--- config.mk ---
export PLATFORM = sky130hd
export DESIGN_NAME = mcs_top
export DESIGN_NICKNAME = d
export VERILOG_FILES = /design/src/rtl/mcs_tick.v /design/src/rtl/mcs_calc.v /design/src/rtl/mcs_top.v
export VERILOG_INCLUDE_DIRS = /design/src /design/src/inc
export SDC_FILE = /design/constraint.sdc
export NUM_CORES = 2
export LEC_CHECK = 0
export BUFFER_PORTS_ARGS = -buffer_cell sky130_fd_sc_hd__buf_4
export CORE_MARGIN = 2
export CORE_UTILIZATION = 45
export DETAILED_ROUTE_END_ITERATION = 8
export GPL_TIMING_DRIVEN = 1
export PLACE_DENSITY = 0.59
export SLEW_MARGIN = 15
export SYNTH_ARGS = -nofsm -noshare
export SYNTH_HDL_FRONTEND = slang
export SYNTH_SLANG_ARGS = --single-unit
export TNS_END_PERCENT = 100
--- constraint.sdc ---
create_clock -name clk_i -period 19.9 [get_ports clk_i]
set_input_delay 1.99 -clock clk_i [delete_from_list [all_inputs] [get_ports clk_i]]
set_output_delay 1.99 -clock clk_i [all_outputs]
set_load 0.01 [all_outputs]
--- src/inc/mcs_defs.vh ---
// Constants for the measurement conversion sequencer
`ifndef MCS_DEFS_VH
`define MCS_DEFS_VH

// ****************************************
// Clock and time base
// ****************************************
`define MCS_CLK_NS 5
`define MCS_US_NS 1000
`define MCS_US_CYC (`MCS_US_NS / `MCS_CLK_NS)
`define MCS_DLY_STEP_MS 2
`define MCS_DLY_STEP_US (`MCS_DLY_STEP_MS * 1000)
`define MCS_CT_MIN_US 13'h0032
`define MCS_CT_MAX_US 13'h1018
`define MCS_CT_RST_US 13'h041c

// ****************************************
// Register byte offsets
// ****************************************
`define MCS_A_CONFIG 8'h00
`define MCS_A_ADCCFG 8'h04
`define MCS_A_CTSH 8'h08
`define MCS_A_CTBUS 8'h0c
`define MCS_A_CTTMP 8'h10
`define MCS_A_CAL 8'h14
`define MCS_A_CUR 8'h18
`define MCS_A_VBUS 8'h1c
`define MCS_A_TEMP 8'h20
`define MCS_A_PWR 8'h24
`define MCS_A_ENERGY 8'h28
`define MCS_A_CHARGE 8'h2c
`define MCS_A_DIAG 8'h30

// ****************************************
// Fields and reset values
// ****************************************
`define MCS_DLY_RNG 7:0
`define MCS_EN_RNG 2:0
`define MCS_CONT_BIT 3
`define MCS_AVG_RNG 7:4
`define MCS_CT_RNG 12:0
`define MCS_CAL_RNG 15:0
`define MCS_ADCCFG_RST 8'h08
`define MCS_AVG_MAX 4'ha
`define MCS_DIAG_RDY 0
`define MCS_DIAG_ACCV 1
`define MCS_DIAG_BUSY 2

// ****************************************
// Arithmetic scaling
// ****************************************
`define MCS_CUR_MSB 35
`define MCS_CUR_LSB 12
`define MCS_PWR_MSB 43
`define MCS_PWR_LSB 12

`endif

--- src/rtl/mcs_tick.v ---
// Microsecond enable pulse divider
`timescale 1ns/1ps
module mcs_tick #(
  parameter [11:0] CYC = 12'h0c8
) (
  // Clock and reset
  input wire clk_i,
  input wire sys_rst_i,
  // Realign the divider on restart
  input wire clr_i,
  // One-cycle pulse every microsecond
  output reg tick_o
);
  reg [11:0] cnt;

  always @(posedge clk_i) begin
    if (sys_rst_i || clr_i) begin
      cnt <= 12'h000;
      tick_o <= 1'b0;
    end else if (cnt == CYC - 12'h001) begin
      cnt <= 12'h000;
      tick_o <= 1'b1;
    end else begin
      cnt <= cnt + 12'h001;
      tick_o <= 1'b0;
    end
  end
endmodule

--- src/rtl/mcs_calc.v ---
// Current and power arithmetic, one request per cycle, one cycle latency
`timescale 1ns/1ps
`include "mcs_defs.vh"
module mcs_calc (
  // Clock and reset
  input wire clk_i,
  input wire sys_rst_i,
  // Request
  input wire go_i,
  input wire pwr_i,
  input wire avg_i,
  input wire [19:0] shunt_i,
  input wire [19:0] bus_i,
  input wire [23:0] cur_i,
  input wire [15:0] cal_i,
  // Result
  output reg done_o,
  output reg pwr_o,
  output reg avg_o,
  output reg [23:0] cur_o,
  output reg [31:0] power_o
);
  wire signed [36:0] prod_c = $signed(shunt_i) * $signed({1'b0, cal_i});
  wire signed [44:0] prod_p = $signed(cur_i) * $signed({1'b0, bus_i});

  always @(posedge clk_i) begin
    if (sys_rst_i) begin
      done_o <= 1'b0;
      pwr_o <= 1'b0;
      avg_o <= 1'b0;
      cur_o <= 24'h000000;
      power_o <= 32'h00000000;
    end else begin
      done_o <= go_i;
      pwr_o <= pwr_i;
      avg_o <= avg_i;
      if (go_i && !pwr_i) begin
        // Signed product keeps both current directions
        cur_o <= prod_c[`MCS_CUR_MSB:`MCS_CUR_LSB];
      end
      if (go_i && pwr_i) begin
        // Power uses the latest current and the newest bus sample
        if (cal_i == 16'h0000) begin
          power_o <= 32'h00000000;
        end else begin
          power_o <= prod_p[`MCS_PWR_MSB:`MCS_PWR_LSB];
        end
      end
    end
  end
endmodule

--- src/rtl/mcs_top.v ---
// Conversion sequencer with averaging, background arithmetic and APB registers
`timescale 1ns/1ps
`include "mcs_defs.vh"

// How it works
// - Current/charge after shunt, power/energy after bus
// - Power uses last current, newest bus
// - Zero calibration forces power, energy, charge zero
// - Accumulate samples, then average and load
// - Energy accumulates every bus conversion, charge every shunt conversion, unaveraged
// - Arithmetic runs beside conversions; sequence end adds three cycles for the averaged results
// - Mode field selects shunt, bus, temperature
// - Per-channel conversion time, 50 us to 4.12 ms
// - Enabled channels converted one after another
// - Single average: results land at conversion end
// - Bus/temp hold until next complete result; current/power rewritten at every sequence end, even with shunt or bus off
// - Continuous mode loops without host action
// - Triggered mode: one sequence, then shutdown
// - Mode write aborts and restarts activity
// - Ready flag after all conversions and averaging
// - Ready clears on status read or on a mode write that enables a channel
// - Accumulations valid only in continuous mode
// - Start delay 0 to 510 ms, 2 ms steps
// - Shunt results handled as signed values
// - Averaging counts from 1 to 1024
// - One averaging count for all channels
module mcs_top #(
  parameter US_CYC = `MCS_US_CYC,
  parameter DLY_STEP_US = `MCS_DLY_STEP_US
) (
  // Clock and reset
  input wire clk_i,
  input wire sys_rst_i,
  // APB slave
  input wire psel_i,
  input wire penable_i,
  input wire pwrite_i,
  input wire [31:0] paddr_i,
  input wire [31:0] pwdata_i,
  output reg [31:0] prdata_o,
  output reg pready_o,
  output reg pslverr_o,
  // Converter front end
  input wire [19:0] adc_data_i,
  output reg adc_start_o,
  output reg [2:0] adc_ch_o,
  // Status
  output reg conv_ready_o
);
  localparam [5:0] S_IDLE = 6'h01;
  localparam [5:0] S_DLY = 6'h02;
  localparam [5:0] S_CONV = 6'h04;
  localparam [5:0] S_FIN1 = 6'h08;
  localparam [5:0] S_FIN2 = 6'h10;
  localparam [5:0] S_FIN3 = 6'h20;
  localparam [11:0] TICK_CYC = US_CYC[11:0];
  localparam [11:0] DLY_STEP = DLY_STEP_US[11:0];
  localparam [7:0] ADCCFG_RST = `MCS_ADCCFG_RST;

  // ****************************************
  // Registers
  // ****************************************
  reg [7:0] dly_cfg;
  reg [2:0] en;
  reg cont;
  reg [3:0] avg;
  reg [12:0] ct_sh;
  reg [12:0] ct_bus;
  reg [12:0] ct_tmp;
  reg [15:0] cal;
  reg [23:0] cur_reg;
  reg [19:0] vbus_reg;
  reg [19:0] temp_reg;
  reg [31:0] pwr_reg;
  reg [47:0] energy;
  reg [39:0] charge;
  reg [23:0] cur_last;
  reg [5:0] state;
  reg [19:0] us_cnt;
  reg [10:0] pass_cnt;
  reg [29:0] sum_sh;
  reg [29:0] sum_bus;
  reg [29:0] sum_tmp;
  reg [31:0] rmux;

  // ****************************************
  // APB decode
  // ****************************************
  wire [7:0] a = paddr_i[7:0];
  wire mapped = (paddr_i[31:8] == 24'h000000) && (a[1:0] == 2'b00) && (a <= `MCS_A_DIAG);
  wire acc = psel_i && penable_i && pready_o;
  wire wr = acc && pwrite_i && mapped;
  wire rd = acc && !pwrite_i && mapped;
  wire mode_wr = wr && (a == `MCS_A_ADCCFG);
  wire diag_rd = rd && (a == `MCS_A_DIAG);
  wire [2:0] en_new = pwdata_i[`MCS_EN_RNG];

  // ****************************************
  // Sequencing helpers
  // ****************************************
  wire tick;
  wire [2:0] ch = adc_ch_o;
  wire [2:0] first_ch = en & (~en + 3'b001);
  wire [2:0] hi_mask = {ch[1:0], 1'b0} | {ch[0], 2'b00};
  wire [2:0] rest = en & hi_mask;
  wire [2:0] next_ch = rest & (~rest + 3'b001);
  wire [12:0] ct_sel = ch[0] ? ct_sh : (ch[1] ? ct_bus : ct_tmp);
  wire [12:0] ct_lo = (ct_sel < `MCS_CT_MIN_US) ? `MCS_CT_MIN_US : ct_sel;
  wire [12:0] ct_eff = (ct_lo > `MCS_CT_MAX_US) ? `MCS_CT_MAX_US : ct_lo;
  wire conv_end = (state == S_CONV) && tick && (us_cnt == {7'h00, ct_eff - 13'h0001});
  wire [3:0] avg_c = (avg > `MCS_AVG_MAX) ? `MCS_AVG_MAX : avg;
  wire [10:0] avg_n = 11'h001 << avg_c;
  wire [19:0] dly_tgt = dly_cfg * DLY_STEP;
  wire [29:0] adc_sx = {{10{adc_data_i[19]}}, adc_data_i};
  wire [29:0] adc_zx = {10'h000, adc_data_i};
  wire [29:0] avg_sh_w = $signed(sum_sh) >>> avg_c;
  wire [29:0] avg_bus_w = sum_bus >> avg_c;
  wire [29:0] avg_tmp_w = $signed(sum_tmp) >>> avg_c;

  // ****************************************
  // Background arithmetic
  // ****************************************
  reg calc_go;
  reg calc_pwr;
  reg calc_avg;
  reg [19:0] calc_sh;
  reg [19:0] calc_bus;
  reg [23:0] calc_cur;
  wire c_done;
  wire c_pwr;
  wire c_avg;
  wire [23:0] c_cur;
  wire [31:0] c_power;

  // Issued on the conversion's last cycle so no time is added
  always @* begin
    calc_go = 1'b0;
    calc_pwr = 1'b0;
    calc_avg = 1'b0;
    calc_sh = adc_data_i;
    calc_bus = adc_data_i;
    calc_cur = cur_last;
    if (conv_end && ch[0]) begin
      calc_go = 1'b1;
    end else if (conv_end && ch[1]) begin
      calc_go = 1'b1;
      calc_pwr = 1'b1;
    end else if (state == S_FIN1) begin
      calc_go = 1'b1;
      calc_avg = 1'b1;
      calc_sh = avg_sh_w[19:0];
    end else if (state == S_FIN2) begin
      calc_go = 1'b1;
      calc_pwr = 1'b1;
      calc_avg = 1'b1;
      calc_bus = avg_bus_w[19:0];
      calc_cur = c_cur;
    end
  end

  mcs_tick #(
    .CYC(TICK_CYC)
  ) u_tick (
    .clk_i(clk_i),
    .sys_rst_i(sys_rst_i),
    .clr_i(mode_wr),
    .tick_o(tick)
  );

  mcs_calc u_calc (
    .clk_i(clk_i),
    .sys_rst_i(sys_rst_i),
    .go_i(calc_go),
    .pwr_i(calc_pwr),
    .avg_i(calc_avg),
    .shunt_i(calc_sh),
    .bus_i(calc_bus),
    .cur_i(calc_cur),
    .cal_i(cal),
    .done_o(c_done),
    .pwr_o(c_pwr),
    .avg_o(c_avg),
    .cur_o(c_cur),
    .power_o(c_power)
  );

  // ****************************************
  // Register read mux
  // ****************************************
  always @* begin
    rmux = 32'h00000000;
    case (a)
      `MCS_A_CONFIG: rmux = {24'h000000, dly_cfg};
      `MCS_A_ADCCFG: rmux = {24'h000000, avg, cont, en};
      `MCS_A_CTSH: rmux = {19'h00000, ct_sh};
      `MCS_A_CTBUS: rmux = {19'h00000, ct_bus};
      `MCS_A_CTTMP: rmux = {19'h00000, ct_tmp};
      `MCS_A_CAL: rmux = {16'h0000, cal};
      `MCS_A_CUR: rmux = {{8{cur_reg[23]}}, cur_reg};
      `MCS_A_VBUS: rmux = {12'h000, vbus_reg};
      `MCS_A_TEMP: rmux = {{12{temp_reg[19]}}, temp_reg};
      `MCS_A_PWR: rmux = pwr_reg;
      `MCS_A_ENERGY: rmux = energy[31:0];
      `MCS_A_CHARGE: rmux = charge[31:0];
      `MCS_A_DIAG: begin
        rmux = {29'h00000000, state != S_IDLE, cont, conv_ready_o};
      end
      default: rmux = 32'h00000000;
    endcase
  end

  // One wait state; write and read happen at the pready edge
  always @(posedge clk_i) begin
    if (sys_rst_i) begin
      pready_o <= 1'b0;
      prdata_o <= 32'h00000000;
      pslverr_o <= 1'b0;
    end else begin
      pready_o <= psel_i && penable_i && !pready_o;
      if (psel_i && penable_i && !pready_o) begin
        prdata_o <= (mapped && !pwrite_i) ? rmux : 32'h00000000;
        pslverr_o <= !mapped;
      end
    end
  end

  // ****************************************
  // Configuration registers
  // ****************************************
  always @(posedge clk_i) begin
    if (sys_rst_i) begin
      dly_cfg <= 8'h00;
      en <= ADCCFG_RST[`MCS_EN_RNG];
      cont <= ADCCFG_RST[`MCS_CONT_BIT];
      avg <= ADCCFG_RST[`MCS_AVG_RNG];
      ct_sh <= `MCS_CT_RST_US;
      ct_bus <= `MCS_CT_RST_US;
      ct_tmp <= `MCS_CT_RST_US;
      cal <= 16'h0000;
    end else if (wr) begin
      case (a)
        `MCS_A_CONFIG: dly_cfg <= pwdata_i[`MCS_DLY_RNG];
        `MCS_A_ADCCFG: begin
          en <= en_new;
          cont <= pwdata_i[`MCS_CONT_BIT];
          avg <= pwdata_i[`MCS_AVG_RNG];
        end
        `MCS_A_CTSH: ct_sh <= pwdata_i[`MCS_CT_RNG];
        `MCS_A_CTBUS: ct_bus <= pwdata_i[`MCS_CT_RNG];
        `MCS_A_CTTMP: ct_tmp <= pwdata_i[`MCS_CT_RNG];
        `MCS_A_CAL: cal <= pwdata_i[`MCS_CAL_RNG];
        default: cal <= cal;
      endcase
    end
  end

  // ****************************************
  // Sequencer
  // ****************************************
  always @(posedge clk_i) begin
    if (sys_rst_i) begin
      state <= S_IDLE;
      us_cnt <= 20'h00000;
      pass_cnt <= 11'h000;
      adc_ch_o <= 3'b000;
      adc_start_o <= 1'b0;
      sum_sh <= 30'h00000000;
      sum_bus <= 30'h00000000;
      sum_tmp <= 30'h00000000;
    end else if (mode_wr) begin
      // Abort whatever runs; delay restarts from this write
      state <= (en_new != 3'b000) ? S_DLY : S_IDLE;
      us_cnt <= 20'h00000;
      pass_cnt <= 11'h000;
      adc_ch_o <= 3'b000;
      adc_start_o <= 1'b0;
      sum_sh <= 30'h00000000;
      sum_bus <= 30'h00000000;
      sum_tmp <= 30'h00000000;
    end else begin
      adc_start_o <= 1'b0;
      case (state)
        S_IDLE: begin
          us_cnt <= 20'h00000;
        end
        S_DLY: begin
          if (us_cnt >= dly_tgt) begin
            state <= S_CONV;
            us_cnt <= 20'h00000;
            adc_ch_o <= first_ch;
            adc_start_o <= 1'b1;
          end else if (tick) begin
            us_cnt <= us_cnt + 20'h00001;
          end
        end
        S_CONV: begin
          if (conv_end) begin
            if (ch[0]) begin
              sum_sh <= sum_sh + adc_sx;
            end
            if (ch[1]) begin
              sum_bus <= sum_bus + adc_zx;
            end
            if (ch[2]) begin
              sum_tmp <= sum_tmp + adc_sx;
            end
            us_cnt <= 20'h00000;
            if (next_ch != 3'b000) begin
              adc_ch_o <= next_ch;
              adc_start_o <= 1'b1;
            end else if (pass_cnt + 11'h001 == avg_n) begin
              state <= S_FIN1;
              adc_ch_o <= 3'b000;
            end else begin
              pass_cnt <= pass_cnt + 11'h001;
              adc_ch_o <= first_ch;
              adc_start_o <= 1'b1;
            end
          end else if (tick) begin
            us_cnt <= us_cnt + 20'h00001;
          end
        end
        S_FIN1: begin
          state <= S_FIN2;
        end
        S_FIN2: begin
          state <= S_FIN3;
        end
        S_FIN3: begin
          pass_cnt <= 11'h000;
          sum_sh <= 30'h00000000;
          sum_bus <= 30'h00000000;
          sum_tmp <= 30'h00000000;
          if (cont) begin
            state <= S_CONV;
            adc_ch_o <= first_ch;
            adc_start_o <= 1'b1;
          end else begin
            state <= S_IDLE;
          end
        end
        default: state <= S_IDLE;
      endcase
    end
  end

  // ****************************************
  // Result registers and accumulations
  // ****************************************
  always @(posedge clk_i) begin
    if (sys_rst_i) begin
      cur_reg <= 24'h000000;
      vbus_reg <= 20'h00000;
      temp_reg <= 20'h00000;
      pwr_reg <= 32'h00000000;
      energy <= 48'h000000000000;
      charge <= 40'h0000000000;
      cur_last <= 24'h000000;
    end else begin
      // Immediate bus and temperature results without averaging
      if (conv_end && avg_c == 4'h0 && ch[1]) begin
        vbus_reg <= adc_data_i;
      end
      if (conv_end && avg_c == 4'h0 && ch[2]) begin
        temp_reg <= adc_data_i;
      end
      // Held otherwise; only a finished result replaces them
      if (state == S_FIN1) begin
        if (en[1]) begin
          vbus_reg <= avg_bus_w[19:0];
        end
        if (en[2]) begin
          temp_reg <= avg_tmp_w[19:0];
        end
      end
      if (c_done && !c_pwr) begin
        cur_last <= c_cur;
        if (c_avg || avg_c == 4'h0) begin
          cur_reg <= c_cur;
        end
      end
      if (c_done && c_pwr && (c_avg || avg_c == 4'h0)) begin
        pwr_reg <= c_power;
      end
      if (cal == 16'h0000) begin
        // A stale power result must not outlive a zero calibration
        pwr_reg <= 32'h00000000;
        energy <= 48'h000000000000;
        charge <= 40'h0000000000;
      end else if (c_done && !c_avg) begin
        if (c_pwr) begin
          energy <= energy + {16'h0000, c_power};
        end else begin
          charge <= charge + {{16{c_cur[23]}}, c_cur};
        end
      end
    end
  end

  // Set wins over a status-read clear in the same cycle; a mode write blocks the set
  always @(posedge clk_i) begin
    if (sys_rst_i) begin
      conv_ready_o <= 1'b0;
    end else if (state == S_FIN3 && !mode_wr) begin
      conv_ready_o <= 1'b1;
    end else if (diag_rd || (mode_wr && en_new != 3'b000)) begin
      conv_ready_o <= 1'b0;
    end
  end
endmodule

==> run_results.csv <==
group,metric,value,unit
outcome,outcome,"finished clean",
clock_network,post_cts_resized,0,
drt,wire_per_inst,22.09,microns
synthesis,synth.distinct_cells,92,
layout,fin_cells,9119,
global_routing,antenna_found_initial,2,
power_and_ir_drop,swShare,0.2531,
sta,relSlewSlack,0.1688,
drt,avgViaCountPerCell,5.720,
power_and_ir_drop,power_density,36.68,nW/um^2
clock_network,numCtsBuffers,60,
placed_design,port_buffers,111,
worst_hold_path,hold_path_class,"reg2reg",
synthesis,ys_seq_area_frac,0.1621,
layout,nNetsFinal,8610,
sta,finalHoldViolations,0,
layout,drive_gt1_frac,0.06992,
clock_network,clock_sink_count,493,
setup_path,cp_max_fo,43,
setup_path,startpoint_type,"register",
setup_path,critPathKind,"reg2reg",
sta,slew_viol_final,0,
setup_path,cp_slowest_cell,"nand2_2",
drt,drtPass1Iterations,6,
power_and_ir_drop,p_int,1811,uW
synthesis,syn_inst,7347,
clock_network,clk_latency,0.70,ns
clock_network,clockBufferDepth,3,
floorplan,io_pins,128,
sta,period_minus_slack,11.36,ns
setup_path,cp.arrival,11.94,ns
global_routing,grt_max_degree,152,
global_routing,grt_pass1_vias,51840,
synthesis,synth_area,60890,sq um
power_and_ir_drop,ir_worst_vdd,75.05,uV
sta,fmax,0.08805,GHz
synthesis,synth-main-ff-cell,"dfxtp_1",
flow_run,maxCapViolCount,0,
placed_design,dpl_cell_area,63790,sq um
layout,design_area,66120,sq um
drt,drt_iter0_markers,4854,
synthesis,synthArstFlopShare,0,
setup_path,worst_setup_path_end_kind,"register",
power_and_ir_drop,p_seq_frac,0.407,
global_routing,grt_usage,0.2933,
layout,areaGrowthSynthToFinish,8.576,%
sta,holdWs,0.4525,ns
sta,rsz0062_at_grt,"no",
floorplan,dieWidth,371.9,microns
power_and_ir_drop,power,2425,uW
power_and_ir_drop,clockPowerShare,0.538,
setup_path,critPathMaxStageDelay,0.88,ns
global_routing,grt_pass1_wl,311200,microns
floorplan,start_util,0.4546,
power_and_ir_drop,p_leak,0.02972,uW
clock_network,tritoncts,"yes",
clock_network,path_clk_slew,0.06,ns
clock_network,cts_root_buf,"clkbuf_16",
setup_path,cpMostUsedCell,"fa_1",
drt,ant_nets,0,
drt,vias,52160,
synthesis,postSynthNetCount,8658,
placed_design,gp_congestion,0.9545,
layout,layout_common_cells,"nand2_1 (1,148), inv_1 (928), fa_1 (825), nor2_1 (589), a21oi_1 (520)",
synthesis,syn_avg_cell_area,8.288,sq um
global_routing,grt.overflow.total,0,
clock_network,cts_setup_buffers,0,
setup_path,crit_required,20.48,ns
synthesis,synth_edf_count,0,
synthesis,synth-seq-cells,493,
floorplan,fp.dieArea,138300,sq um
clock_network,hold_buffers,0,
placed_design,dp_hpwl,152900,microns
drt,drcViolationCount,0,
floorplan,core,134000,sq um
layout,antenna_cells,0,
sta,tns,0,ns
sta,worstMarginPinSlew,1.247,ns
floorplan,die_h,371.9,microns
sta,fin_skew,0.07719,ns
drt,totalWireLength,201400,microns
sta,post-route-period-util,0.5707,
power_and_ir_drop,power.share.combinational,0.054,
power_and_ir_drop,p_sw,613.8,uW
placed_design,place_inst,9005,
floorplan,rows,134,
synthesis,ys_warn_count,0,
sta,setup_violations,0,
clock_network,htreeDepth,2,
layout,fillCellCount,12930,
layout,layout_commonest_cell,"nand2_1",
path summary, 6_finish.rpt:
check	start	cells past startpoint	end	slack, ns
setup / recovery	avg[2]	31	u_calc.power_o[29]	8.54
hold / removal	u_tick.cnt[0]	1	u_tick.cnt[0]	0.45
setup reg to reg	avg[2]	31	u_calc.power_o[29]	8.54
hold reg to reg	u_tick.cnt[0]	1	u_tick.cnt[0]	0.45
critical path: cells and delay by family, from the launching register on:
kind            cells  cell delay, ns
compound gates     13            4.00
mux                 2            0.66
buf+inv             3            0.19
flops               1            0.51
fa+ha+maj           8            3.90
xor+xnor            1            0.08
simple gates        4            1.87
kinds of logic (layout without fill, tap and decap cells):
logic type	count (synthesis)	after routing	share of synthesized area
and+or+nand+nor	2504	2504	0.1845
AOI/OAI and AO/OA	1332	1332	0.1383
buffers and inverters	1297	1301	0.08161
adders and majority gates	1222	1222	0.3528
DFF	493	493	0.1621
muxes	288	288	0.05030
xor gates and xnor gates	211	211	0.03035
layout make-up:
class,count,area (sq um),share of cell area
Multi-Input combinational cell,5557,46260,0.6996
Sequential cell,493,9878,0.1494
Inverter,929,3487,0.05274
Tap cell,1768,2212,0.03346
Timing Repair Buffer,258,1956,0.02958
Clock buffer,74,1655,0.02504
Clock inverter,40,670.6,0.01014
power groups by stage:
stage	Clock [uW]	Combinational, uW	Sequential, uW
after floorplan	0	58.2	1010
after global placement	0	128	1010
after detailed placement	0	129	1010
after CTS	1320	129	988
after global routing	1350	138	987
final	1310	132	988
through the flow:
stage          setup slack (ns)  utilization
5_1_grt                   8.144       0.4935
6_report                  8.542       0.4935
2_1_floorplan             10.08            -
3_3_place_gp              8.803       0.4762
3_5_place_dp              8.754       0.4762
4_1_cts                   8.698       0.4935
per-layer routing:
metal / vias to the layer above / wire length, microns / GRT usage
met5: - / 0 / 0
met2: 1928 / 88710 / 0.4568
met1: 25770 / 88500 / 0.4106
met3: 390 / 14680 / 0.03907
li1: 24080 / - / -
met4: 0 / 9521 / 0.1209
Yosys cell counts (35+ instances only):
library cell | number | area, sq um
and3_1 | 61 | 381.6
o21ai_0 | 193 | 965.9
nor3_1 | 75 | 375.4
dfxtp_1 | 493 | 9869
nand2b_1 | 60 | 375.4
nand3b_1 | 35 | 262.8
a21o_1 | 89 | 668.1
xor2_1 | 82 | 718.2
nand3_1 | 134 | 670.6
a31oi_1 | 57 | 356.6
xnor2_1 | 129 | 1130
a22oi_1 | 68 | 510.5
and2_1 | 146 | 913.4
inv_1 | 928 | 3483
mux2i_1 | 261 | 2613
or3_1 | 41 | 256.5
ha_1 | 397 | 4967
fa_1 | 825 | 16520
a211oi_1 | 95 | 713.2
o21a_1 | 40 | 300.3
nor2b_1 | 52 | 325.3
nand2_1 | 1150 | 4317
a21oi_1 | 522 | 2613
nor2_1 | 598 | 2245
clkbuf_1 | 309 | 1160
No activity file was read; power rests on OpenSTA's default activity.
